### config.mk
export PLATFORM = sky130hd
export DESIGN_NAME = osd_osc_select_divider
export DESIGN_NICKNAME = d
export VERILOG_FILES = /design/src/rtl/osd_pkg.sv /design/src/rtl/osd_osc_select_divider.sv
export SDC_FILE = /design/constraint.sdc
export NUM_CORES = 1
export LEC_CHECK = 0
export ABC_AREA = 1
export BUFFER_PORTS_ARGS = -buffer_cell sky130_fd_sc_hd__buf_2
export CAP_MARGIN = 10
export CORE_AREA = 10 10 98 100
export CTS_CLUSTER_DIAMETER = 80
export CTS_CLUSTER_SIZE = 30
export DETAILED_ROUTE_END_ITERATION = 8
export DIE_AREA = 0 0 108 110
export GPL_ROUTABILITY_DRIVEN = 0
export PLACE_DENSITY = 0.77
export SLEW_MARGIN = 0
export SYNTH_ARGS = -nofsm -noshare
export SYNTH_HDL_FRONTEND = slang
export SYNTH_SLANG_ARGS = --single-unit
### constraint.sdc
create_clock -name ref_clk -period 2.9 [get_ports ref_clk]
set_input_delay 0.145 -clock ref_clk [delete_from_list [all_inputs] [get_ports ref_clk]]
set_output_delay 0.145 -clock ref_clk [all_outputs]
set_load 0.02 [all_outputs]
### src/rtl/osd_pkg.sv
// Constants, types and helpers shared by the oscillator select block.
package osd_pkg;

  // Register byte addresses on the APB bus.
  localparam logic [11:0] ADDR_OSC = 12'h000;
  localparam logic [11:0] ADDR_DIV = 12'h004;

  // Clock source encodings, shared by current and requested fields.
  localparam logic [2:0] SRC_FRC = 3'h0;
  localparam logic [2:0] SRC_FRC_PLL = 3'h1;
  localparam logic [2:0] SRC_PRI = 3'h2;
  localparam logic [2:0] SRC_PRI_PLL = 3'h3;
  localparam logic [2:0] SRC_SEC = 3'h4;
  localparam logic [2:0] SRC_LOW_POWER_INTERNAL_RC = 3'h5;
  localparam logic [2:0] SRC_RSVD = 3'h6;
  localparam logic [2:0] SRC_FRC_DIV = 3'h7;

  // Primary oscillator submodes.
  localparam logic [1:0] SUB_EXT = 2'h0;
  localparam logic [1:0] SUB_XTAL = 2'h1;
  localparam logic [1:0] SUB_HS = 2'h2;

  // Switch and monitor configuration values.
  localparam logic [1:0] SWMON_BOTH_ON = 2'h0;
  localparam int SWMON_HI_BIT = 1;

  // Field positions in the oscillator control and status register.
  localparam int CUR_LSB = 12;
  localparam int REQ_LSB = 8;
  localparam int SELLOCK_BIT = 7;
  localparam int PLLLOCK_BIT = 5;
  localparam int FAIL_BIT = 3;
  localparam int SECEN_BIT = 1;
  localparam int INIT_BIT = 0;

  // Field positions in the clock divider register.
  localparam int ROI_BIT = 15;
  localparam int RATIO_LSB = 12;
  localparam int RATIOEN_BIT = 11;
  localparam int POST_LSB = 8;
  localparam logic [2:0] POST_RESET = 3'h3;
  localparam logic [2:0] POST_DIV256 = 3'h7;

  // Unlock keys and unlock progress values.
  localparam logic [7:0] KEY_HI_A = 8'h78;
  localparam logic [7:0] KEY_HI_B = 8'h9a;
  localparam logic [7:0] KEY_LO_A = 8'h46;
  localparam logic [7:0] KEY_LO_B = 8'h57;
  localparam logic [1:0] KEY_IDLE = 2'h0;
  localparam logic [1:0] KEY_HALF = 2'h1;
  localparam logic [1:0] KEY_ARMED = 2'h2;

  // New-clock cycles to wait before the switch takes place.
  localparam logic [3:0] SETTLE_CYCLES = 4'ha;

  // Switch sequencer states.
  typedef enum logic [1:0] {
    SW_IDLE = 2'b00,
    SW_READY = 2'b01,
    SW_PLL = 2'b10,
    SW_SETTLE = 2'b11
  } osd_sw_e;

  // Non-volatile configuration fields.
  typedef struct packed {
    logic [1:0] switchMonitor;
    logic [2:0] initialSource;
    logic [1:0] primarySubmode;
  } osd_cfg_s;

  // Complete state of the block.
  typedef struct packed {
    osd_cfg_s cfg;
    logic [2:0] curSrc;
    logic [2:0] reqSrc;
    logic [2:0] tgtSrc;
    logic selLock;
    logic pllLock;
    logic clkFail;
    logic secEn;
    logic swInit;
    logic recover_on_irq;
    logic [2:0] ratio;
    logic ratioEn;
    logic [2:0] post;
    osd_sw_e sw;
    logic [3:0] settle;
    logic [1:0] hiKey;
    logic [1:0] loKey;
    logic pllOn;
    logic pready;
    logic pslverr;
    logic [31:0] prdata;
    logic [7:0] postCnt;
    logic postTick;
    logic [6:0] dozeCnt;
    logic cpuTick;
  } osd_state_s;

  // True for sources that run through the PLL.
  function automatic logic osd_uses_pll(input logic [2:0] src);
    osd_uses_pll = (src == SRC_FRC_PLL) || (src == SRC_PRI_PLL);
  endfunction

  // Last count of the fast RC postscaler for a code.
  function automatic logic [7:0] osd_post_last(input logic [2:0] code);
    if (code == POST_DIV256) begin
      osd_post_last = 8'hff;
    end else begin
      osd_post_last = 8'((8'h01 << code) - 8'h01);
    end
  endfunction

  // Last count of the CPU ratio divider, one less than 2 to the power of the code.
  function automatic logic [6:0] osd_doze_last(input logic [2:0] code);
    osd_doze_last = 7'((7'h01 << code) - 7'h01);
  endfunction

endpackage

### src/rtl/osd_osc_select_divider.sv
// Oscillator selection, clock switch sequencer and clock dividers.
//
// Functional notes
// - Switching allowed only when upper config bit 0.
// - Fail-safe monitor only when both bits 0.
// - Power-on source taken from initial source field.
// - Primary modes use the primary submode field.
// - Erased configuration starts on postscaled fast RC.
// - Current source readable at bits 14 to 12.
// - Requested source writable at bits 10 to 8.
// - Requested source resets from initial source field.
// - Set-only lock refuses selection changes under monitor.
// - Monitor off: lock ignored, switching allowed when upper bit 0.
// - PLL lock bit shows PLL locked state.
// - PLL lock cleared on switch, non-PLL mode.
// - Clock fail flag set by monitor, software clears.
// - Bit 1 enables the secondary oscillator.
// - Switch bit stays set until switch completes.
// - Interrupt clears ratio enable when recover set.
// - Ratio code gives 1 to 2 power code.
// - Ratio enable off forces ratio 1 to 1.
// - Fast RC postscaler divides by code table.
// - Divider register low byte reads zero.
// - Switching off holds switch bit at zero.
// - Same source request aborts and clears switch bit.
// - Wait ten new clocks, then update current source.
//
// Our own choices: the register addresses and the APB slave port.
`timescale 1ns/100ps
module osd_osc_select_divider (
  input wire logic ref_clk,
  input wire logic sys_rst,
  input wire osd_pkg::osd_cfg_s cfgWord,
  input wire logic psel,
  input wire logic penable,
  input wire logic pwrite,
  input wire logic [11:0] paddr,
  input wire logic [31:0] pwdata,
  input wire logic [3:0] pstrb,
  output logic [31:0] prdata,
  output logic pready,
  output logic pslverr,
  input wire logic oscReady,
  input wire logic pllLocked,
  input wire logic newClockTick,
  input wire logic clockFailure,
  input wire logic irqEvent,
  output logic [2:0] activeSource,
  output logic [2:0] targetSource,
  output logic [1:0] primarySubmode,
  output logic pllEnable,
  output logic secondaryOscOn,
  output logic failsafeEnable,
  output logic frcPostTick,
  output logic cpuTick
);
  import osd_pkg::*;

  osd_state_s st_reg;
  osd_state_s st_next;
  logic switchEn;
  logic fscmEn;
  logic selLocked;
  logic wrTaken;
  logic hiWr;
  logic loWr;
  logic divWr;
  logic hitOsc;
  logic hitDiv;
  logic [15:0] oscView;
  logic [15:0] divView;
  logic validStart;

  // Decoded configuration and lock conditions.
  assign switchEn = ~st_reg.cfg.switchMonitor[SWMON_HI_BIT];
  assign fscmEn = st_reg.cfg.switchMonitor == SWMON_BOTH_ON;
  assign selLocked = fscmEn & st_reg.selLock;

  // Bus decode; a write lands at the edge that sees pready high.
  assign hitOsc = paddr == ADDR_OSC;
  assign hitDiv = paddr == ADDR_DIV;
  assign wrTaken = psel & penable & st_reg.pready & pwrite;
  assign hiWr = wrTaken & hitOsc & pstrb[1];
  assign loWr = wrTaken & hitOsc & pstrb[0];
  assign divWr = wrTaken & hitDiv & pstrb[1];
  assign validStart = (st_reg.sw == SW_IDLE) & st_reg.swInit &
                      (st_reg.reqSrc != st_reg.curSrc);

  // Register read views; unimplemented bits read as zero.
  assign oscView = {1'b0, st_reg.curSrc, 1'b0, st_reg.reqSrc,
                    st_reg.selLock, 1'b0, st_reg.pllLock, 1'b0,
                    st_reg.clkFail, 1'b0, st_reg.secEn, st_reg.swInit};
  assign divView = {st_reg.recover_on_irq, st_reg.ratio, st_reg.ratioEn,
                    st_reg.post, 8'h00};

  // Next-state logic for the whole block.
  always_comb begin
    st_next = st_reg;
    st_next.pready = 1'b0;
    st_next.pslverr = 1'b0;
    // Read data is prepared in the first access cycle.
    if (psel & penable & ~st_reg.pready) begin
      st_next.pready = 1'b1;
      st_next.pslverr = ~(hitOsc | hitDiv);
      if (hitOsc) begin
        st_next.prdata = {16'h0000, oscView};
      end else if (hitDiv) begin
        st_next.prdata = {16'h0000, divView};
      end else begin
        st_next.prdata = 32'h0000_0000;
      end
    end

    // Switch sequencer.
    unique case (st_reg.sw)
      SW_IDLE: begin
        if (st_reg.swInit) begin
          if (st_reg.reqSrc == st_reg.curSrc) begin
            st_next.swInit = 1'b0;
          end else begin
            st_next.sw = SW_READY;
            st_next.tgtSrc = st_reg.reqSrc;
            st_next.clkFail = 1'b0;
          end
        end
      end
      SW_READY: begin
        if (oscReady) begin
          st_next.settle = 4'h0;
          if (osd_uses_pll(st_reg.tgtSrc)) begin
            st_next.sw = SW_PLL;
          end else begin
            st_next.sw = SW_SETTLE;
          end
        end
      end
      SW_PLL: begin
        if (pllLocked) begin
          st_next.sw = SW_SETTLE;
        end
      end
      SW_SETTLE: begin
        if (newClockTick) begin
          st_next.settle = st_reg.settle + 4'h1;
          if (st_reg.settle == SETTLE_CYCLES - 4'h1) begin
            st_next.sw = SW_IDLE;
            st_next.curSrc = st_reg.tgtSrc;
            st_next.swInit = 1'b0;
          end
        end
      end
    endcase

    // PLL lock status follows the running mode, zero while switching.
    st_next.pllLock = (st_reg.sw == SW_IDLE) & ~validStart &
                      osd_uses_pll(st_reg.curSrc) & pllLocked;
    st_next.pllOn = osd_uses_pll(st_reg.curSrc) |
                    ((st_reg.sw != SW_IDLE) & osd_uses_pll(st_reg.tgtSrc));

    // Any other write breaks an unlock sequence in progress.
    if (wrTaken & ~hiWr) begin
      st_next.hiKey = KEY_IDLE;
    end
    if (wrTaken & ~loWr) begin
      st_next.loKey = KEY_IDLE;
    end

    // High byte: two keys, then one real write of the request.
    if (hiWr) begin
      if (st_reg.hiKey == KEY_ARMED) begin
        st_next.hiKey = KEY_IDLE;
        if (~selLocked & (st_reg.sw == SW_IDLE)) begin
          st_next.reqSrc = pwdata[REQ_LSB +: 3];
        end
      end else if (pwdata[15:8] == KEY_HI_A) begin
        st_next.hiKey = KEY_HALF;
      end else if ((st_reg.hiKey == KEY_HALF) &
                   (pwdata[15:8] == KEY_HI_B)) begin
        st_next.hiKey = KEY_ARMED;
      end else begin
        st_next.hiKey = KEY_IDLE;
      end
    end

    // Low byte: two keys, then one real write of the controls.
    if (loWr) begin
      if (st_reg.loKey == KEY_ARMED) begin
        st_next.loKey = KEY_IDLE;
        st_next.selLock = st_reg.selLock | pwdata[SELLOCK_BIT];
        st_next.secEn = pwdata[SECEN_BIT];
        if (~pwdata[FAIL_BIT]) begin
          st_next.clkFail = 1'b0;
        end
        if (pwdata[INIT_BIT] & switchEn & ~selLocked &
            (st_reg.sw == SW_IDLE)) begin
          st_next.swInit = 1'b1;
        end
      end else if (pwdata[7:0] == KEY_LO_A) begin
        st_next.loKey = KEY_HALF;
      end else if ((st_reg.loKey == KEY_HALF) &
                   (pwdata[7:0] == KEY_LO_B)) begin
        st_next.loKey = KEY_ARMED;
      end else begin
        st_next.loKey = KEY_IDLE;
      end
    end

    // A failure report wins over a clear in the same cycle.
    if (fscmEn & clockFailure) begin
      st_next.clkFail = 1'b1;
    end

    // Divider register upper byte; the low byte holds nothing.
    if (divWr) begin
      st_next.recover_on_irq = pwdata[ROI_BIT];
      st_next.ratio = pwdata[RATIO_LSB +: 3];
      st_next.ratioEn = pwdata[RATIOEN_BIT];
      st_next.post = pwdata[POST_LSB +: 3];
    end
    // An interrupt overrides a write of the ratio enable.
    if (irqEvent & st_reg.recover_on_irq) begin
      st_next.ratioEn = 1'b0;
    end

    // Fast RC postscaler: one tick each divisor cycles.
    if (st_reg.postCnt >= osd_post_last(st_reg.post)) begin
      st_next.postCnt = 8'h00;
      st_next.postTick = 1'b1;
    end else begin
      st_next.postCnt = st_reg.postCnt + 8'h01;
      st_next.postTick = 1'b0;
    end

    // CPU tick: every cycle at 1:1, else every 2^code cycles.
    if (~st_reg.ratioEn |
        (st_reg.dozeCnt >= osd_doze_last(st_reg.ratio))) begin
      st_next.dozeCnt = 7'h00;
      st_next.cpuTick = 1'b1;
    end else begin
      st_next.dozeCnt = st_reg.dozeCnt + 7'h01;
      st_next.cpuTick = 1'b0;
    end

    // Synchronous reset latches the configuration fields.
    if (sys_rst) begin
      st_next = '0;
      st_next.cfg = cfgWord;
      st_next.curSrc = cfgWord.initialSource;
      st_next.reqSrc = cfgWord.initialSource;
      st_next.tgtSrc = cfgWord.initialSource;
      st_next.post = POST_RESET;
      st_next.sw = SW_IDLE;
      st_next.hiKey = KEY_IDLE;
      st_next.loKey = KEY_IDLE;
    end
  end

  // State register.
  always_ff @(posedge ref_clk) begin
    st_reg <= st_next;
  end

  // Outputs come straight from the state register, failsafeEnable through a decode of it.
  assign prdata = st_reg.prdata;
  assign pready = st_reg.pready;
  assign pslverr = st_reg.pslverr;
  assign activeSource = st_reg.curSrc;
  assign targetSource = st_reg.tgtSrc;
  assign primarySubmode = st_reg.cfg.primarySubmode;
  assign pllEnable = st_reg.pllOn;
  assign secondaryOscOn = st_reg.secEn;
  assign failsafeEnable = fscmEn;
  assign frcPostTick = st_reg.postTick;
  assign cpuTick = st_reg.cpuTick;
endmodule

Yosys cells after proc, flatten, opt, wreduce, memory -nomap -nowiden
Index checks and enable logic that the tools add are counted.
- add/subtract/negate cells: 5
- $lt $le $gt $ge: 2
- equality and inequality tests: 27
- shift operators: 2
- multiplexer cells: 52
- bitwise operators: 39
- reduce and logical (&&, ||, !) cells: 27
- operator list (operator ; count):
    84-bit 2-to-1 mux ; 1
    34-bit 2-to-1 mux ; 1
    3-bit 2-to-1 mux ; 11
    16-bit 2-to-1 mux ; 2
    2-bit 2-to-1 mux ; 14
    1-bit bitwise AND ; 26
    8-bit by 7-bit == test with 1-bit output (second input constant) ; 3
    8-bit 2-to-1 mux ; 3
    2-bit nonzero test ; 12
    1-bit 2-to-1 mux ; 14
    2-bit != test (second input constant) ; 7
    12-bit by 3-bit == test with 1-bit output (second input constant) ; 1
    12-bit zero test ; 1
    6-bit 2-to-1 mux ; 2
    3-bit AND reduction ; 4
    9-bit 2-to-1 mux ; 1
    1-bit NOT ; 9
    8-bit by 1-bit adder with 8-bit output (second input constant) ; 1
    2-bit == test (second input constant) ; 4
    8-bit == test (second input constant) ; 1
    8-bit greater-or-equal comparator ; 1
    2-bit case mux with 4 select lines ; 1
    4-bit case mux with 2 select lines ; 1
    2-bit OR reduction ; 4
    20 further kinds ; 29
- bits in registers: 88
- input port bits: 65
- output and inout port bits: 47

Longest topological paths before layout
- word-level depth: 10
- depth in mapped cells: 14
- mapped depth without buffers: 14

Worst setup path after synthesis
Ideal clock, no wire load.
- path type: reg2reg
- from: register st_reg, in the netlist divView[8]
- to: register st_reg[10] (netlist name)
- setup time: 69 ps
- data arrival time: 1978 ps
- slack: 854 ps
- stages on the path, launching flop included: 14
- path buffers: 0
- period minus slack after synthesis: 2046 ps
- cell sequence: dfxtp_1 > nor2_1 > nand2_1 > ha_1 > inv_1 > nor2_1 > o21ai_0 > inv_1 > ha_1 > nand2_1 > nor2_1 > a211oi_1 > nand4_2 > nor2_1
- longest elaborated chain between the ends: 5
- elaborated cells between the ends (all ways): 6
- those cells by class: 1 x add/sub; 1 x order compare; 1 x eq/ne; 1 x shift; 1 x mux; 1 x reduce/logical
- RTL lines (item ; RTL line ; RTL):
    start: declaration ; osd_osc_select_divider.sv:59 ; osd_state_s st_reg;
    start signal: assignment ; osd_osc_select_divider.sv:260 ; st_reg <= st_next;
    1-bit by 3-bit left shift with 8-bit output ; osd_pkg.sv:110 ; osd_post_last = 8'((8'h01 << code) - 8'h01);
    8-bit by 1-bit subtractor with 8-bit output ; osd_pkg.sv:110 ;
    8-bit 2-to-1 mux * ; osd_pkg.sv:107 ; if (code == POST_DIV256) begin
    8-bit greater-or-equal comparator * ; osd_osc_select_divider.sv:226 ; if (st_reg.postCnt >= osd_post_last(st_reg.post)) begin
    2-bit OR reduction (no source line) * ; -- ;
Every way passes the cells marked *; elsewhere a longest branch is shown, timed or not.
A chain may end at the register's enable or synchronous reset.

Worst setup path after layout
- from: register st_reg, in the netlist divView[8]
- to: register st_reg[13] (netlist name)
Same word-level chain as after synthesis.

==> key figures <==
Outcome
  • Run status: complete, no violations

Die
  • I/O pin cnt: 112
  • Number of cell rows: 32
  • Die Wd: 108 um
  • Die area: 11,900 um^2
  • Initial core utilization: 0.509
  • Die Y: 110 um
  • Core Region: 7650 um^2

Power
  • Logic gate share of total power: 0.168
  • Peak supply drop: 0.234 mV
  • Cell Int Power: 1.55 mW
  • Post-layout power: 2.19 mW
  • Sw frac: 0.292
  • Static leakage: 2.10 nW
  • Clock network fraction of design power: 0.342
  • Net load switching power: 0.639 mW
  • Seq pwr share: 0.490
  • Power per cell area: 503 nW/um^2

Finish
  • Antenna diode count: 0
  • Layout cell share with drive strength beyond 1: 0.174
  • Area occupied by multi-input gates: 1840 um^2
  • Layout overhead on the synthesized area: 11.6%
  • Reg area: 1510 um^2
  • Post-layout util: 0.568
  • Post-route insts no fill: 682
  • Layout Cell Area excl Fill: 4350 um^2
  • Max FFs per register: 27
  • Net count, final: 664
  • Fillers: 704

Route
  • DR vias: 3,317
  • DR vias/cell: 4.86
  • DR DRC count: 0
  • Wire per inst: 13.0 um
  • DRT Pass-1 Iters: 4
  • Antenna Nets Post-Route: 0
  • DR iter-0 viols: 163
  • Wirelength, routed: 8840 um

Place
  • Setup WS pre-CTS: 0.564 ns
  • Area of placed instances: 4130 um^2
  • # port buffers: 74
  • HPWL after DPL: 6950 um
  • Placed Instances: 662

Timing
  • Worst Tran Pin Value: 0.637 ns
  • Crit path time final: 2.34 ns
  • WHS: 0.0577 ns
  • RSZ-0062 raised after global routing: false
  • Max_slew headroom: 0.574
  • Max-slew violation count: 0
  • Final hold viol count: 0
  • Final worst-path cycle share: 0.807
  • Layout Skew: 0.00642 ns
  • Setup-failing EPs final: 0
  • Max Fclk: 427 MHz
  • Final worst slack: 0.559 ns
  • Final setup TNS: 0 ns

Worst setup path
  • Worst Setup End Kind: flip-flop
  • Crit-path cells: nor2_1, nand2_1, ha_1, inv_1, nor2_1, o21ai_0, inv_1, ha_1, nand2_1, nor2_1, a211oi_1, nand4_2, nor2_1
  • Critical Path Fanout Max: 8
  • Critical path class: flip-flop to flip-flop
  • Critical path launch point type: flip-flop
  • Worst path most repeated cell: nor2_1
  • Critical-path top delay cell: dfxtp_1
  • CP top delay family: simple AND/OR/NAND/NOR gates
  • Crit path required time: 3.17 ns
  • Crit-path max cell delay: 0.35 ns
  • Crit path arrival time: 2.61 ns
  • R2r setup slk: 0.56 ns
  • Buf+Inv Stages, Crit Path: 2

Yosys
  • Post-synthesis sequential area ratio: 0.388
  • FF+latch count, synth: 69
  • Post-synthesis area per instance: 7.56 um^2
  • Synth unique cells: 37
  • Synth Cell Area: 3890 um^2
  • Synth warn: 0
  • Mapped Cells: 515

Clock tree
  • CTS tree: built
  • Clk slew on worst S/H paths: 0.07 ns
  • Post-CTS resize count: 0
  • CTS buffer count: 9
  • Deepest clock path buffer count: 2
  • CTS sink count: 69
  • CTS root buf: clkbuf_8
  • H-tree depth: 3
  • # hold bufs at CTS: 4
  • Setup Buffers After CTS: 0
  • Clock Latency Late Sink: 0.34 ns

GRT
  • Overflow after GRT: 0
  • First-pass GRT wire length: 14,300 um
  • Initial antenna violation count: 0
  • Vias in the first global route: 3,309
  • Largest net degree at the start of global routing: 33
  • Total GRT Usage: 0.148

Job
  • Max Cap Violations: 0

Worst hold path
  • Hold Path Class: input pin to flip-flop
[synth_stat cells (all sizes together)]
cell type,instances,area (um^2)
nand2,92,353
nor2,80,328
inv,68,255
dfxtp,56,1120
buf,46,339
o21ai,40,200
a21oi,26,130
ha,24,300
nand3,22,110
edfxtp,13,390
nand4,9,77.6
xor2,9,78.8
nor3,5,30.0
nor3b,4,35.0
o211ai,4,30.0
xnor2,4,35.0
clkbuf,3,11.3
a211oi,2,15.0
a21boi,1,7.51
clkinv,1,5.00
conb,1,3.75
nand3b,1,7.51
nor4,1,6.26
o211a,1,10.0
o221ai,1,8.76
or2,1,6.26
[worst paths after layout]
path | cells past startpoint | endpoint | start
hold / removal | 2 | divView[11]$_SDFFE_PP0P_ | pwdata[11]
setup reg to reg | 13 | st_reg[13]$_SDFF_PP0_ | divView[8]$_SDFFE_PP1P_
hold reg to reg | 2 | prdata[5]$_SDFFE_PP0P_ | oscView[5]$_SDFF_PP0_
setup / recovery | 13 | st_reg[13]$_SDFF_PP0_ | divView[8]$_SDFFE_PP1P_
[worst register-to-register path, cell delays in order, from the launching register on]
cell and delay, ns:
dfxtp_1 0.35, nor2_1 0.19, nand2_1 0.08, ha_1 0.23, inv_1 0.09, nor2_1 0.04
o21ai_0 0.14, inv_1 0.06, ha_1 0.27, nand2_1 0.09, nor2_1 0.05, a211oi_1 0.28
nand4_2 0.26, nor2_1 0.16
[logic make-up (layout without fill, tap and decap cells)]
logic type | after synthesis | count (layout) | synth area share
adders and majority gates | 24 | 24 | 0.0771
DFF | 69 | 69 | 0.388
other | 1 | 19 | 0.000963
AOI/OAI and AO/OA | 75 | 75 | 0.103
and+or+nand+nor | 215 | 215 | 0.245
xor gates and xnor gates | 13 | 13 | 0.0292
buffers and inverters | 118 | 165 | 0.157
[area by class of cell]
| type | instances | share of cell area |
|---|---|---|
| Clock buffer | 10 | 0.0294 |
| Clock inverter | 6 | 0.0124 |
| Inverter | 69 | 0.0599 |
| Multi-Input combinational cell | 346 | 0.423 |
| Sequential cell | 69 | 0.348 |
| Tap cell | 102 | 0.0294 |
| Timing Repair Buffer | 80 | 0.0979 |
[placed cells by master (no fill, tap or decap), types with 13 or more instances in the layout]
| cell type | count |
|---|---|
| dfxtp_1 | 56 |
| buf_2 | 74 |
| edfxtp_1 | 13 |
| nand3_1 | 22 |
| inv_1 | 67 |
| conb_1 | 19 |
| ha_1 | 24 |
| a21oi_1 | 26 |
| nand2_1 | 91 |
| nor2_1 | 75 |
| o21ai_0 | 39 |
[power by group through the flow]
| stage | sequential (mW) | clock (mW) | combinational [mW] |
|---|---|---|---|
| 6_report | 1.07 | 0.748 | 0.367 |
| 2_1_floorplan | 1.09 | 0 | 0.292 |
| 3_5_place_dp | 1.09 | 0 | 0.360 |
| 3_3_place_gp | 1.09 | 0 | 0.349 |
| 4_1_cts | 1.07 | 0.763 | 0.367 |
| 5_1_grt | 1.08 | 0.804 | 0.420 |
[per-layer routing]
| layer | routed length (um) | GRT usage | up-vias |
|---|---|---|---|
| met2 | 4210 | 0.254 | 95 |
| li1 | - | - | 1709 |
| met3 | 693 | 0.0360 | 10 |
| met5 | 0 | 0 | - |
| met4 | 170 | 0.0716 | 0 |
| met1 | 3770 | 0.170 | 1503 |
Power figures use the tool's default switching activity.
